--- config.mk ---
export PLATFORM = sky130hd
export DESIGN_NAME = spffe_top
export DESIGN_NICKNAME = d
export VERILOG_FILES = /design/src/include/spffe_pkg.sv /design/src/hdl/spffe_top.sv
export SDC_FILE = /design/constraint.sdc
export NUM_CORES = 1
export LEC_CHECK = 0
export BUFFER_PORTS_ARGS = -buffer_cell sky130_fd_sc_hd__clkbuf_2
export CORE_MARGIN = 10
export CORE_UTILIZATION = 65
export CTS_BUF_LIST = sky130_fd_sc_hd__clkbuf_4
export CTS_CLUSTER_DIAMETER = 150
export DETAILED_ROUTE_END_ITERATION = 16
export PLACE_DENSITY_LB_ADDON = 0.1
export SYNTH_ARGS = -nofsm -noshare
export SYNTH_HDL_FRONTEND = slang
export SYNTH_SLANG_ARGS = --single-unit
--- constraint.sdc ---
create_clock -name clk_in -period 3.2 [get_ports clk_in]
set_input_delay 0.96 -clock clk_in [delete_from_list [all_inputs] [get_ports clk_in]]
set_output_delay 0.96 -clock clk_in [all_outputs]
set_load 0.01 [all_outputs]
--- src/include/spffe_pkg.sv ---
// Notes on behaviour
// - output bits shift out on clock falling edges
// - input bits sampled on clock rising edges
// - select high: deselected, output floats
// - standby only when deselected and core idle
// - select low enables device, active power
// - no instruction before first select falling edge
// - reset pin high: normal operation
// - reset pin low: reset state, output floats
// - reset pin low aborts running internal cycle
// - protect pin low refuses lowest 256 pages
// - protect pin high: lowest pages unprotected
// - sixteen sectors, 256 pages, 256 bytes each
// - 4096 pages, twenty bit byte address
// - page writes take one to 256 bytes
// - page rewrite is erase then program
// - erase one page or one sector
package spffe_pkg;
   localparam int BYTE_W = 8;
   localparam int ADDR_W = 20;
   localparam int SECTORS = 16;
   localparam int PAGES_PER_SECTOR = 256;
   localparam int PAGE_BYTES = 256;
   localparam int PAGES = SECTORS * PAGES_PER_SECTOR;
   localparam int PAGE_W = 12;
   localparam int PROT_PAGES = 256;
   localparam int SYNC_W = 3;
   localparam logic [PAGE_W-1:0] PROT_LIMIT = 12'h100;
   localparam logic [8:0] MAX_DATA = 9'h100;
   localparam logic [2:0] BIT_LAST = 3'h7;
   localparam logic [2:0] IDX_DATA = 3'h4;
   localparam logic [7:0] IDLE_TX = 8'hFF;

   typedef enum logic [2:0] {
      SPFFE_ST_UNARMED = 3'b001,
      SPFFE_ST_IDLE = 3'b010,
      SPFFE_ST_FRAME = 3'b100
   } spffe_state_t;

   typedef enum logic [1:0] {
      SPFFE_OP_REWRITE = 2'h0,
      SPFFE_OP_BURN = 2'h1,
      SPFFE_OP_PAGE_CLEAR = 2'h2,
      SPFFE_OP_SECTOR_CLEAR = 2'h3
   } spffe_op_kind_t;

   typedef enum logic [1:0] {
      SPFFE_TAG_OPCODE = 2'h0,
      SPFFE_TAG_ADDR = 2'h1,
      SPFFE_TAG_DATA = 2'h2
   } spffe_tag_t;

   typedef struct packed {
      logic [BYTE_W-1:0] data;
      spffe_tag_t tag;
   } spffe_rx_t;

   typedef struct packed {
      spffe_op_kind_t kind;
      logic [ADDR_W-1:0] addr;
      logic [8:0] nbytes;
   } spffe_op_t;
endpackage : spffe_pkg

--- src/hdl/spffe_top.sv ---
`timescale 1ns/1ps
module spffe_top #(
   parameter logic [7:0] OPC_REWRITE = 8'h01,
   parameter logic [7:0] OPC_BURN = 8'h02,
   parameter logic [7:0] OPC_PAGE_CLEAR = 8'h03,
   parameter logic [7:0] OPC_SECTOR_CLEAR = 8'h04
) (
   // clock and reset
   input wire logic clk_in,
   input wire logic rst_n_in,
   // serial pins
   input wire logic sclk_in,
   input wire logic cs_n_in,
   input wire logic mosi_in,
   input wire logic wp_n_in,
   input wire logic hw_rst_n_in,
   output logic miso_out,
   output logic miso_oe_out,
   // received byte stream
   output logic rx_valid_out,
   input wire logic rx_ready_in,
   output spffe_pkg::spffe_rx_t rx_out,
   output logic overrun_out,
   // transmit bytes from the core
   input wire logic tx_enable_in,
   input wire logic tx_valid_in,
   input wire logic [7:0] tx_data_in,
   output logic tx_ready_out,
   // internal operation control
   input wire logic busy_in,
   output logic op_start_out,
   output spffe_pkg::spffe_op_t op_out,
   output logic op_refused_out,
   output logic abort_out,
   // power state
   output logic standby_out,
   output logic active_out
);

   // pin synchronisers, stage 2 is the first one logic may read
   logic [spffe_pkg::SYNC_W-1:0] sclk_q, cs_q, hrst_q;
   logic [1:0] mosi_q, wp_q;

   spffe_pkg::spffe_state_t state, next_state;
   logic [2:0] bitcnt, next_bitcnt;
   logic [2:0] byte_idx, next_byte_idx;
   logic [8:0] data_cnt, next_data_cnt;
   logic [7:0] rx_sh, next_rx_sh;
   logic [6:0] tx_sh, next_tx_sh;
   logic bit_seen, next_bit_seen;
   localparam int ADDR_BITS = spffe_pkg::ADDR_W;
   logic [7:0] opcode, next_opcode;
   logic [ADDR_BITS-1:0] addr, next_addr;
   logic pend_valid, next_pend_valid;
   spffe_pkg::spffe_rx_t pend, next_pend;
   logic spare_valid, next_spare_valid;
   spffe_pkg::spffe_rx_t spare, next_spare;
   logic next_rx_valid;
   spffe_pkg::spffe_rx_t next_rx;
   logic next_miso, next_miso_oe, next_overrun, next_tx_ready;
   logic next_op_start, next_op_refused, next_abort;
   spffe_pkg::spffe_op_t next_op;
   logic next_standby, next_active;

   logic sclk_rise, sclk_fall, cs_rise, cs_fall, hrst_fall;

   assign sclk_rise = sclk_q[1] & ~sclk_q[2];
   assign sclk_fall = ~sclk_q[1] & sclk_q[2];
   assign cs_rise = cs_q[1] & ~cs_q[2];
   assign cs_fall = ~cs_q[1] & cs_q[2];
   assign hrst_fall = ~hrst_q[1] & hrst_q[2];

   // maps an opcode to an operation kind; known is low for any other code
   function automatic logic op_decode(input logic [7:0] code,
                                      output spffe_pkg::spffe_op_kind_t kind);
      kind = spffe_pkg::SPFFE_OP_REWRITE;
      op_decode = 1'b1;
      if (code == OPC_REWRITE) begin
         kind = spffe_pkg::SPFFE_OP_REWRITE;
      end else if (code == OPC_BURN) begin
         kind = spffe_pkg::SPFFE_OP_BURN;
      end else if (code == OPC_PAGE_CLEAR) begin
         kind = spffe_pkg::SPFFE_OP_PAGE_CLEAR;
      end else if (code == OPC_SECTOR_CLEAR) begin
         kind = spffe_pkg::SPFFE_OP_SECTOR_CLEAR;
      end else begin
         op_decode = 1'b0;
      end
   endfunction : op_decode

   // lowest 256 pages; a sector clear of sector 0 falls in them too
   function automatic logic in_prot_area(input logic [ADDR_BITS-1:0] a);
      in_prot_area = a[ADDR_BITS-1:8] < spffe_pkg::PROT_LIMIT;
   endfunction : in_prot_area

   always_ff @(posedge clk_in or negedge rst_n_in) begin
      if (!rst_n_in) begin
         sclk_q <= '0;
         cs_q <= '1;
         hrst_q <= '0;
         mosi_q <= '0;
         wp_q <= '0;
      end else begin
         sclk_q <= {sclk_q[1:0], sclk_in};
         cs_q <= {cs_q[1:0], cs_n_in};
         hrst_q <= {hrst_q[1:0], hw_rst_n_in};
         mosi_q <= {mosi_q[0], mosi_in};
         wp_q <= {wp_q[0], wp_n_in};
      end
   end

   always_comb begin
      spffe_pkg::spffe_op_kind_t kind;
      logic known;
      logic [7:0] byte_now;
      logic [7:0] tx_byte;
      kind = spffe_pkg::SPFFE_OP_REWRITE;
      known = 1'b0;
      byte_now = '0;
      tx_byte = spffe_pkg::IDLE_TX;
      next_state = state;
      next_bitcnt = bitcnt;
      next_byte_idx = byte_idx;
      next_data_cnt = data_cnt;
      next_rx_sh = rx_sh;
      next_tx_sh = tx_sh;
      next_bit_seen = bit_seen;
      next_opcode = opcode;
      next_addr = addr;
      next_pend_valid = pend_valid;
      next_pend = pend;
      next_spare_valid = spare_valid;
      next_spare = spare;
      next_rx_valid = rx_valid_out;
      next_rx = rx_out;
      next_miso = miso_out;
      next_overrun = 1'b0;
      next_tx_ready = 1'b0;
      next_op_start = 1'b0;
      next_op_refused = 1'b0;
      next_abort = 1'b0;
      next_op = op_out;

      // two-entry buffer: pop the head, then move the pending byte in
      if (rx_valid_out && rx_ready_in) begin
         if (spare_valid) begin
            next_rx = spare;
            next_spare_valid = 1'b0;
         end else begin
            next_rx_valid = 1'b0;
         end
      end
      // a full buffer holds the byte in pend rather than dropping it
      if (pend_valid && !spare_valid) begin
         if (!next_rx_valid) begin
            next_rx = pend;
            next_rx_valid = 1'b1;
         end else begin
            next_spare = pend;
            next_spare_valid = 1'b1;
         end
         next_pend_valid = 1'b0;
      end

      if (!hrst_q[1]) begin
         next_state = spffe_pkg::SPFFE_ST_UNARMED;
         next_bitcnt = '0;
         next_byte_idx = '0;
         next_data_cnt = '0;
         next_bit_seen = 1'b0;
         next_abort = hrst_fall && busy_in;
      end else begin
         unique case (state)
            spffe_pkg::SPFFE_ST_UNARMED, spffe_pkg::SPFFE_ST_IDLE: begin
               // only a fresh select edge opens a frame, never a level
               if (cs_fall) begin
                  next_state = spffe_pkg::SPFFE_ST_FRAME;
                  next_bitcnt = '0;
                  next_byte_idx = '0;
                  next_data_cnt = '0;
                  next_bit_seen = 1'b0;
               end
            end
            spffe_pkg::SPFFE_ST_FRAME: begin
               if (cs_rise) begin
                  next_state = spffe_pkg::SPFFE_ST_IDLE;
                  known = op_decode(opcode, kind);
                  if (known && byte_idx == spffe_pkg::IDX_DATA) begin
                     next_op.kind = kind;
                     next_op.addr = addr;
                     next_op.nbytes = data_cnt;
                     if ((kind == spffe_pkg::SPFFE_OP_REWRITE ||
                          kind == spffe_pkg::SPFFE_OP_BURN) && data_cnt == '0) begin
                        next_op_refused = 1'b1;
                     end else if (busy_in) begin
                        next_op_refused = 1'b1;
                     end else if (!wp_q[1] && in_prot_area(addr)) begin
                        next_op_refused = 1'b1;
                     end else begin
                        next_op_start = 1'b1;
                     end
                  end
               end else begin
                  if (sclk_rise) begin
                     byte_now = {rx_sh[6:0], mosi_q[1]};
                     next_rx_sh = byte_now;
                     next_bit_seen = 1'b1;
                     next_bitcnt = 3'(bitcnt + 3'h1);
                     if (bitcnt == spffe_pkg::BIT_LAST) begin
                        if (byte_idx == '0) begin
                           next_opcode = byte_now;
                        end else if (byte_idx != spffe_pkg::IDX_DATA) begin
                           next_addr = ADDR_BITS'({addr, byte_now});
                        end
                        if (byte_idx != spffe_pkg::IDX_DATA) begin
                           next_byte_idx = 3'(byte_idx + 3'h1);
                        end
                        // bytes past a full page are not passed on
                        if (byte_idx != spffe_pkg::IDX_DATA ||
                            data_cnt != spffe_pkg::MAX_DATA) begin
                           if (byte_idx == spffe_pkg::IDX_DATA) begin
                              next_data_cnt = 9'(data_cnt + 9'h1);
                           end
                           if (next_pend_valid) begin
                              next_overrun = 1'b1;
                           end else begin
                              next_pend_valid = 1'b1;
                              next_pend.data = byte_now;
                              if (byte_idx == '0) begin
                                 next_pend.tag = spffe_pkg::SPFFE_TAG_OPCODE;
                              end else if (byte_idx == spffe_pkg::IDX_DATA) begin
                                 next_pend.tag = spffe_pkg::SPFFE_TAG_DATA;
                              end else begin
                                 next_pend.tag = spffe_pkg::SPFFE_TAG_ADDR;
                              end
                           end
                        end
                     end
                  end
                  // mode 3 opens with a falling edge before any bit; skip it
                  if (sclk_fall && bit_seen) begin
                     if (bitcnt == '0) begin
                        next_tx_ready = 1'b1;
                        if (tx_valid_in) begin
                           tx_byte = tx_data_in;
                        end
                        next_miso = tx_byte[7];
                        next_tx_sh = tx_byte[6:0];
                     end else begin
                        next_miso = tx_sh[6];
                        next_tx_sh = {tx_sh[5:0], 1'b1};
                     end
                  end
               end
            end
            default: begin
               next_state = spffe_pkg::SPFFE_ST_UNARMED;
            end
         endcase
      end

      next_miso_oe = hrst_q[1] && !cs_q[1] && tx_enable_in &&
                     next_state == spffe_pkg::SPFFE_ST_FRAME;
      next_standby = cs_q[1] && !busy_in;
      next_active = !next_standby;
   end

   always_ff @(posedge clk_in or negedge rst_n_in) begin
      if (!rst_n_in) begin
         state <= spffe_pkg::SPFFE_ST_UNARMED;
         bitcnt <= '0;
         byte_idx <= '0;
         data_cnt <= '0;
         rx_sh <= '0;
         tx_sh <= '1;
         bit_seen <= 1'b0;
         opcode <= '0;
         addr <= '0;
         pend_valid <= 1'b0;
         pend <= '0;
         spare_valid <= 1'b0;
         spare <= '0;
         rx_valid_out <= 1'b0;
         rx_out <= '0;
         miso_out <= 1'b1;
         miso_oe_out <= 1'b0;
         overrun_out <= 1'b0;
         tx_ready_out <= 1'b0;
         op_start_out <= 1'b0;
         op_refused_out <= 1'b0;
         abort_out <= 1'b0;
         op_out <= '0;
         standby_out <= 1'b1;
         active_out <= 1'b0;
      end else begin
         state <= next_state;
         bitcnt <= next_bitcnt;
         byte_idx <= next_byte_idx;
         data_cnt <= next_data_cnt;
         rx_sh <= next_rx_sh;
         tx_sh <= next_tx_sh;
         bit_seen <= next_bit_seen;
         opcode <= next_opcode;
         addr <= next_addr;
         pend_valid <= next_pend_valid;
         pend <= next_pend;
         spare_valid <= next_spare_valid;
         spare <= next_spare;
         rx_valid_out <= next_rx_valid;
         rx_out <= next_rx;
         miso_out <= next_miso;
         miso_oe_out <= next_miso_oe;
         overrun_out <= next_overrun;
         tx_ready_out <= next_tx_ready;
         op_start_out <= next_op_start;
         op_refused_out <= next_op_refused;
         abort_out <= next_abort;
         op_out <= next_op;
         standby_out <= next_standby;
         active_out <= next_active;
      end
   end

endmodule : spffe_top

* After elaboration in Yosys (flattened, before gate mapping)
Index checks and enable logic that the tools add are counted.
** Storage, ports and cells
- Logic and storage cells :: 197
- Memory bits (writable) :: 0
- Memory bits (read-only) :: 0
- Input bits :: 19
- Bits in registers :: 147
- Memories :: 0
- Latch bits :: 0
** Operators by class
- Add/sub/neg operators :: 3
- Reduce and logical (&&, ||, !) cells :: 33
- Divide/modulo/power cells :: 0
- Muxes and demuxes :: 91
- Multiply operators :: 0
- Equal/unequal tests :: 21
- Bitwise operators :: 13
- Shifts and indexed selects :: 0
- $lt $le $gt $ge :: 1
** Operators with widths (number)
- two-way mux 9 bit :: 7
- two-way mux 1 bit :: 52
- two-way mux 10 bit :: 4
- two-way mux 3 bit :: 12
- != test 3 bit, second input constant :: 8
- AND reduction 7 bit :: 3
- two-way mux 2 bit :: 9
- one-hot mux 3 bit (2 select lines) :: 3
- one-hot mux 9 bit (2 select lines) :: 1
- == test 8 x 2 -> 1 bit, second input constant :: 2
- AND reduction 4 bit :: 4
- == test 3 bit, second input constant :: 4
- < comparator 12 x 9 -> 1 bit, second input constant :: 1
- AND reduction 6 bit :: 2
- logical AND 1 bit :: 11
- adder 9 x 1 -> 9 bit, second input constant :: 1
- logical NOT 9 bit :: 1
- != test 9 bit, second input constant :: 1
- == test 8 x 1 -> 1 bit, second input constant :: 1
- == test 8 x 3 -> 1 bit, second input constant :: 1
- two-way mux 8 bit :: 1
- NOT 1 bit :: 8
- two-way mux 7 bit :: 1
- adder 3 x 1 -> 3 bit, second input constant :: 2
- 12 further kinds :: 22

* Depth between registers and ports, before layout
- Depth in word-level cells :: 16
- Depth in mapped cells :: 8
- Mapped depth without buffers :: 7

* Worst setup path before layout
No wires, ideal clock.
- Kind :: flip-flop to flip-flop
- Start :: reg data_cnt[5]
- End :: reg pend[4] in the netlist's numbering
- Path slack :: 1.205 ns
- Path buffers :: 1
- Period minus slack after synthesis :: 1.995 ns
- Stages on the path, launching flop included :: 6
- Setup time :: 0.125 ns
- Data arrival time :: 1.870 ns
- Path through :: dfrtp_1 -> nor4_1 -> nand4_2 -> o2111ai_1 -> buf_4 -> mux2_2
** On the way
- Cells in the longest elaborated chain, start to end :: 3
** RTL lines
- start: declaration :: line spffe_top.sv:47 : logic [8:0] data_cnt, next_data_cnt;
- start signal: assignment :: line spffe_top.sv:299 : data_cnt <= next_data_cnt;
- != test 9 bit :: line spffe_top.sv:220 : data_cnt != spffe_pkg::MAX_DATA) begin
- logical OR 1 bit :: line spffe_top.sv:219 : if (byte_idx != spffe_pkg::IDX_DATA ||
- AND reduction 7 bit (no source line)
- end signal: assignment :: line spffe_top.sv:306 : pend <= next_pend;
- end: declaration :: line spffe_top.sv:55 : spffe_pkg::spffe_rx_t pend, next_pend;
No other way between the ends.
A chain may end at the register's enable or synchronous reset.

* Worst setup path in the final report
- Start :: reg data_cnt[6]
- End :: reg pend[8] in the netlist's numbering
Same word-level chain as after synthesis.

==> impl_metrics.py <==
metrics = {
    "clocking": {
        "clock_path_buffers": 2,
        "numCtsBuffers": 17,
        "cts_resized": 0,
        "htreeDepth": 4,
        "postCtsSetupBuffers": 0,
        "clk_pin_slew_ns": 0.14,
        "clkSinkCount": 147,
        "clkLatencyLatePin_ns": 0.52,
        "postCtsHoldBufs": 0,
        "root_buffer": "clkbuf_4",
        "cts_tree": "built",
    },
    "flow_run": {
        "drv_cap": 0,
    },
    "synthesis": {
        "synth_warnings": 0,
        "synth_top_cell_area_share": 0.544,
        "synth_area_mm2": 0.00617,
        "synth_enable_flop_cells": 0,
        "yosysTopAreaCell": "dfrtp_1",
        "synth-main-ff-cell": "dfrtp_1",
        "synth.net_count": 483,
        "synthArstFlopShare": 1.00,
        "synth_top_cells_by_area": "dfrtp_1 (54%), mux2_2 (10%), mux2_4 (6.8%)",
        "seq_area_frac_synth": 0.599,
        "synth_cell_type_count": 59,
        "synthCells": 457,
        "avgSynthCellArea_um2": 13.5,
        "yosys_register_bits": 147,
    },
    "detailed_routing": {
        "avgViaCountPerCell": 5.74,
        "drt_first_pass_iters": 4,
        "vias": 3888,
        "routedWlPerCell_um": 17.5,
        "ant_nets": 0,
        "totalWireLength_mm": 11.9,
        "drt_iter0_markers": 220,
        "drc": 0,
    },
    "place": {
        "hpwl_mm": 8.43,
        "gp_congestion": 0.827,
        "place_area_mm2": 0.00666,
        "io_buffers": 69,
    },
    "setup_path": {
        "rr_endpoint": "pend[8]$_DFFE_PN0P_",
        "crit_buf_inv": 1,
        "cp.arrival_ns": 2.97,
        "reg2reg_from": "data_cnt[6]$_DFFE_PN0P_",
        "endpoint_kind": "flop",
        "worst_r2r_path_depth": 5,
        "reg2reg_slack_ns": 0.64,
        "start_kind": "flop",
        "crit_family": "compound AO/OA/AOI/OAI gates",
        "cp.required_ns": 3.61,
        "crit_chain": "nor4_1 -> nand4_2 -> buf_4 -> o2111ai_1 -> mux2_2",
        "critPathKind": "reg2reg",
        "cpPeakStageDelay_ns": 0.79,
        "path_max_fanout": 12,
        "crit_path_top_delay_cell": "o2111ai_1",
    },
    "sta": {
        "whs_ns": 0.358,
        "period_minus_slack_ns": 2.56,
        "hold_viol": 0,
        "fmax_mhz": 390,
        "max_slew_margin": 0.341,
        "tightest_slew_ns": 0.987,
        "drv_slew": 0,
        "grt_setup_unrepaired": "no",
        "fin_setup_tns_ns": 0,
        "setup_viol": 0,
        "skew_ns": 0.0194,
        "fin_crit_sh": 0.801,
    },
    "worst_hold_path": {
        "holdCritPathClass": "reg2reg",
        "min_to": "wp_q[1]$_DFF_PN0_",
        "min_path_cells": 0,
        "hp-start": "wp_q[0]$_DFF_PN0_",
    },
    "floorplanning": {
        "die_area_mm2": 0.0138,
        "top_level_ports": 70,
        "start_util": 0.667,
        "num_rows": 35,
        "core_mm2": 0.00924,
        "chipHeight_um": 117,
        "die_w_um": 117,
    },
    "global_route": {
        "grt_max_degree": 65,
        "grt_pass1_vias": 4046,
        "grt_pass1_wl_mm": 20.1,
        "grt_overflow_total": 0,
        "antenna_found_initial": 0,
        "grtUsageTotal": 0.176,
    },
    "power_and_ir_drop": {
        "max-vdd-ir-drop_mv": 0.279,
        "p_leak_nw": 3.62,
        "powerDensity_mw_per_mm2": 445,
    },
    "finish": {
        "drive_above_1_share": 0.400,
        "final_net_count": 561,
        "fillers": 618,
        "insertedDiodeCount": 0,
        "syn_to_final_growth_pct": 12.4,
        "design_area_mm2": 0.00693,
    },
    "status": {
        "status": "completed",
    },
}
-- cell usage after synthesis, types with 2 or more instances --
cell / instances
dfrtp_1: 134
mux2_2: 55
o21ai_0: 40
nand2_1: 33
mux2_4: 28
a21oi_1: 13
dfstp_2: 13
nor2_1: 12
inv_1: 10
mux2i_1: 10
clkbuf_1: 9
ha_1: 7
nand3b_1: 7
and3_1: 5
nand2b_1: 5
nand3_1: 5
nor2b_1: 5
a31oi_1: 4
a41oi_1: 4
a31o_2: 3
a32o_1: 3
buf_2: 3
buf_6: 3
nor3b_1: 3
o31ai_1: 3
a21o_1: 2
a22o_1: 2
and2_1: 2
and3b_1: 2
buf_1: 2
nand4_1: 2
-- per-layer routing --
metal | routed length, um | track usage | vias to the layer above
met5 | 0 | 0 | -
met4 | 95 | 0.0603 | 0
met3 | 635 | 0.0427 | 9
met2 | 6120 | 0.295 | 101
met1 | 5010 | 0.215 | 1968
li1 | - | - | 1810
-- kinds of logic (layout without fill, tap and decap cells) --
logic type / count (synthesis) / after routing / share of synthesized area
flops: 147 / 147 / 0.599
simple gates: 99 / 99 / 0.0966
mux: 93 / 93 / 0.185
compound gates: 82 / 82 / 0.0820
buf+inv: 28 / 119 / 0.0219
fa+ha+maj: 7 / 7 / 0.0142
xor+xnor: 1 / 1 / 0.00142
-- stage by stage --
stage / instances / utilization / total power [mW] / setup slack, ns
after floorplan: 457 / - / 1.94 / 1.21
after global placement: 645 / 0.720 / 2.00 / 0.771
after detailed placement: 645 / 0.720 / 2.01 / 0.657
after CTS: 677 / 0.750 / 3.12 / 0.632
after global routing: 677 / 0.750 / 3.22 / 0.483
final: 677 / 0.750 / 3.09 / 0.637
-- registers in the layout (all words and copies together) (netlist names), 2 cells and up --
| name | count |
|---|---|
| op_out | 31 |
| addr | 20 |
| pend | 10 |
| rx_out | 10 |
| spare | 10 |
| data_cnt | 9 |
| opcode | 8 |
| rx_sh | 7 |
| tx_sh | 7 |
| bitcnt | 3 |
| byte_idx | 3 |
| cs_q | 3 |
| hrst_q | 3 |
| sclk_q | 3 |
| state | 3 |
| mosi_q | 2 |
| wp_q | 2 |
-- cell type report --
cell class / instances / area (um2) / share of cell area
clock buffers: 17 / 128 / 0.0184
well taps: 129 / 161 / 0.0233
repair buffers: 77 / 424 / 0.0612
inverters: 10 / 37.5 / 0.00542
multi-input cells: 282 / 2340 / 0.337
flip-flops and latches: 147 / 3690 / 0.533
clock inverters: 15 / 146 / 0.0211
-- how the worst max path moves through the flow --
stage                       startpoint                    end  slack, ns  cells past startpoint
2_1_floorplan  data_cnt[5]$_DFFE_PN0P_    pend[4]$_DFFE_PN0P_       1.21                      5
3_3_place_gp   data_cnt[5]$_DFFE_PN0P_    pend[6]$_DFFE_PN0P_       0.77                      5
3_5_place_dp   data_cnt[5]$_DFFE_PN0P_    pend[6]$_DFFE_PN0P_       0.66                      5
4_1_cts             state[1]$_DFF_PN0_  opcode[2]$_DFFE_PN0P_       0.63                      5
5_1_grt             state[1]$_DFF_PN0_    pend[5]$_DFFE_PN0P_       0.48                      4
6_report       data_cnt[6]$_DFFE_PN0P_    pend[8]$_DFFE_PN0P_       0.64                      5
-- power breakdown --
part           leakage (nW)  switching (mW)  internal (mW)
Sequential             1.98          0.0119           1.87
Combinational          1.50          0.0565         0.0260
Clock                 0.144           0.709          0.407
Total                  3.62           0.778           2.31
-- cells in the final DEF, fill, tap and decap left out, types with 3 or more instances in the layout --
cell,count
inv_6,5
a31oi_1,4
clkbuf_2,68
inv_1,10
o21ai_0,40
a21oi_1,13
a41oi_1,4
and3_1,5
nor2b_1,5
clkbuf_4,17
nand2b_1,5
nand3_1,5
nand2_1,33
nor2_1,12
nand3b_1,7
a31o_2,3
buf_4,7
clkinvlp_4,3
dfstp_2,13
mux2_4,28
mux2_2,55
a32o_1,3
mux2i_1,10
ha_1,7
dfrtp_1,134
o31ai_1,3
nor3b_1,3
Power figures use the tool's default switching activity.
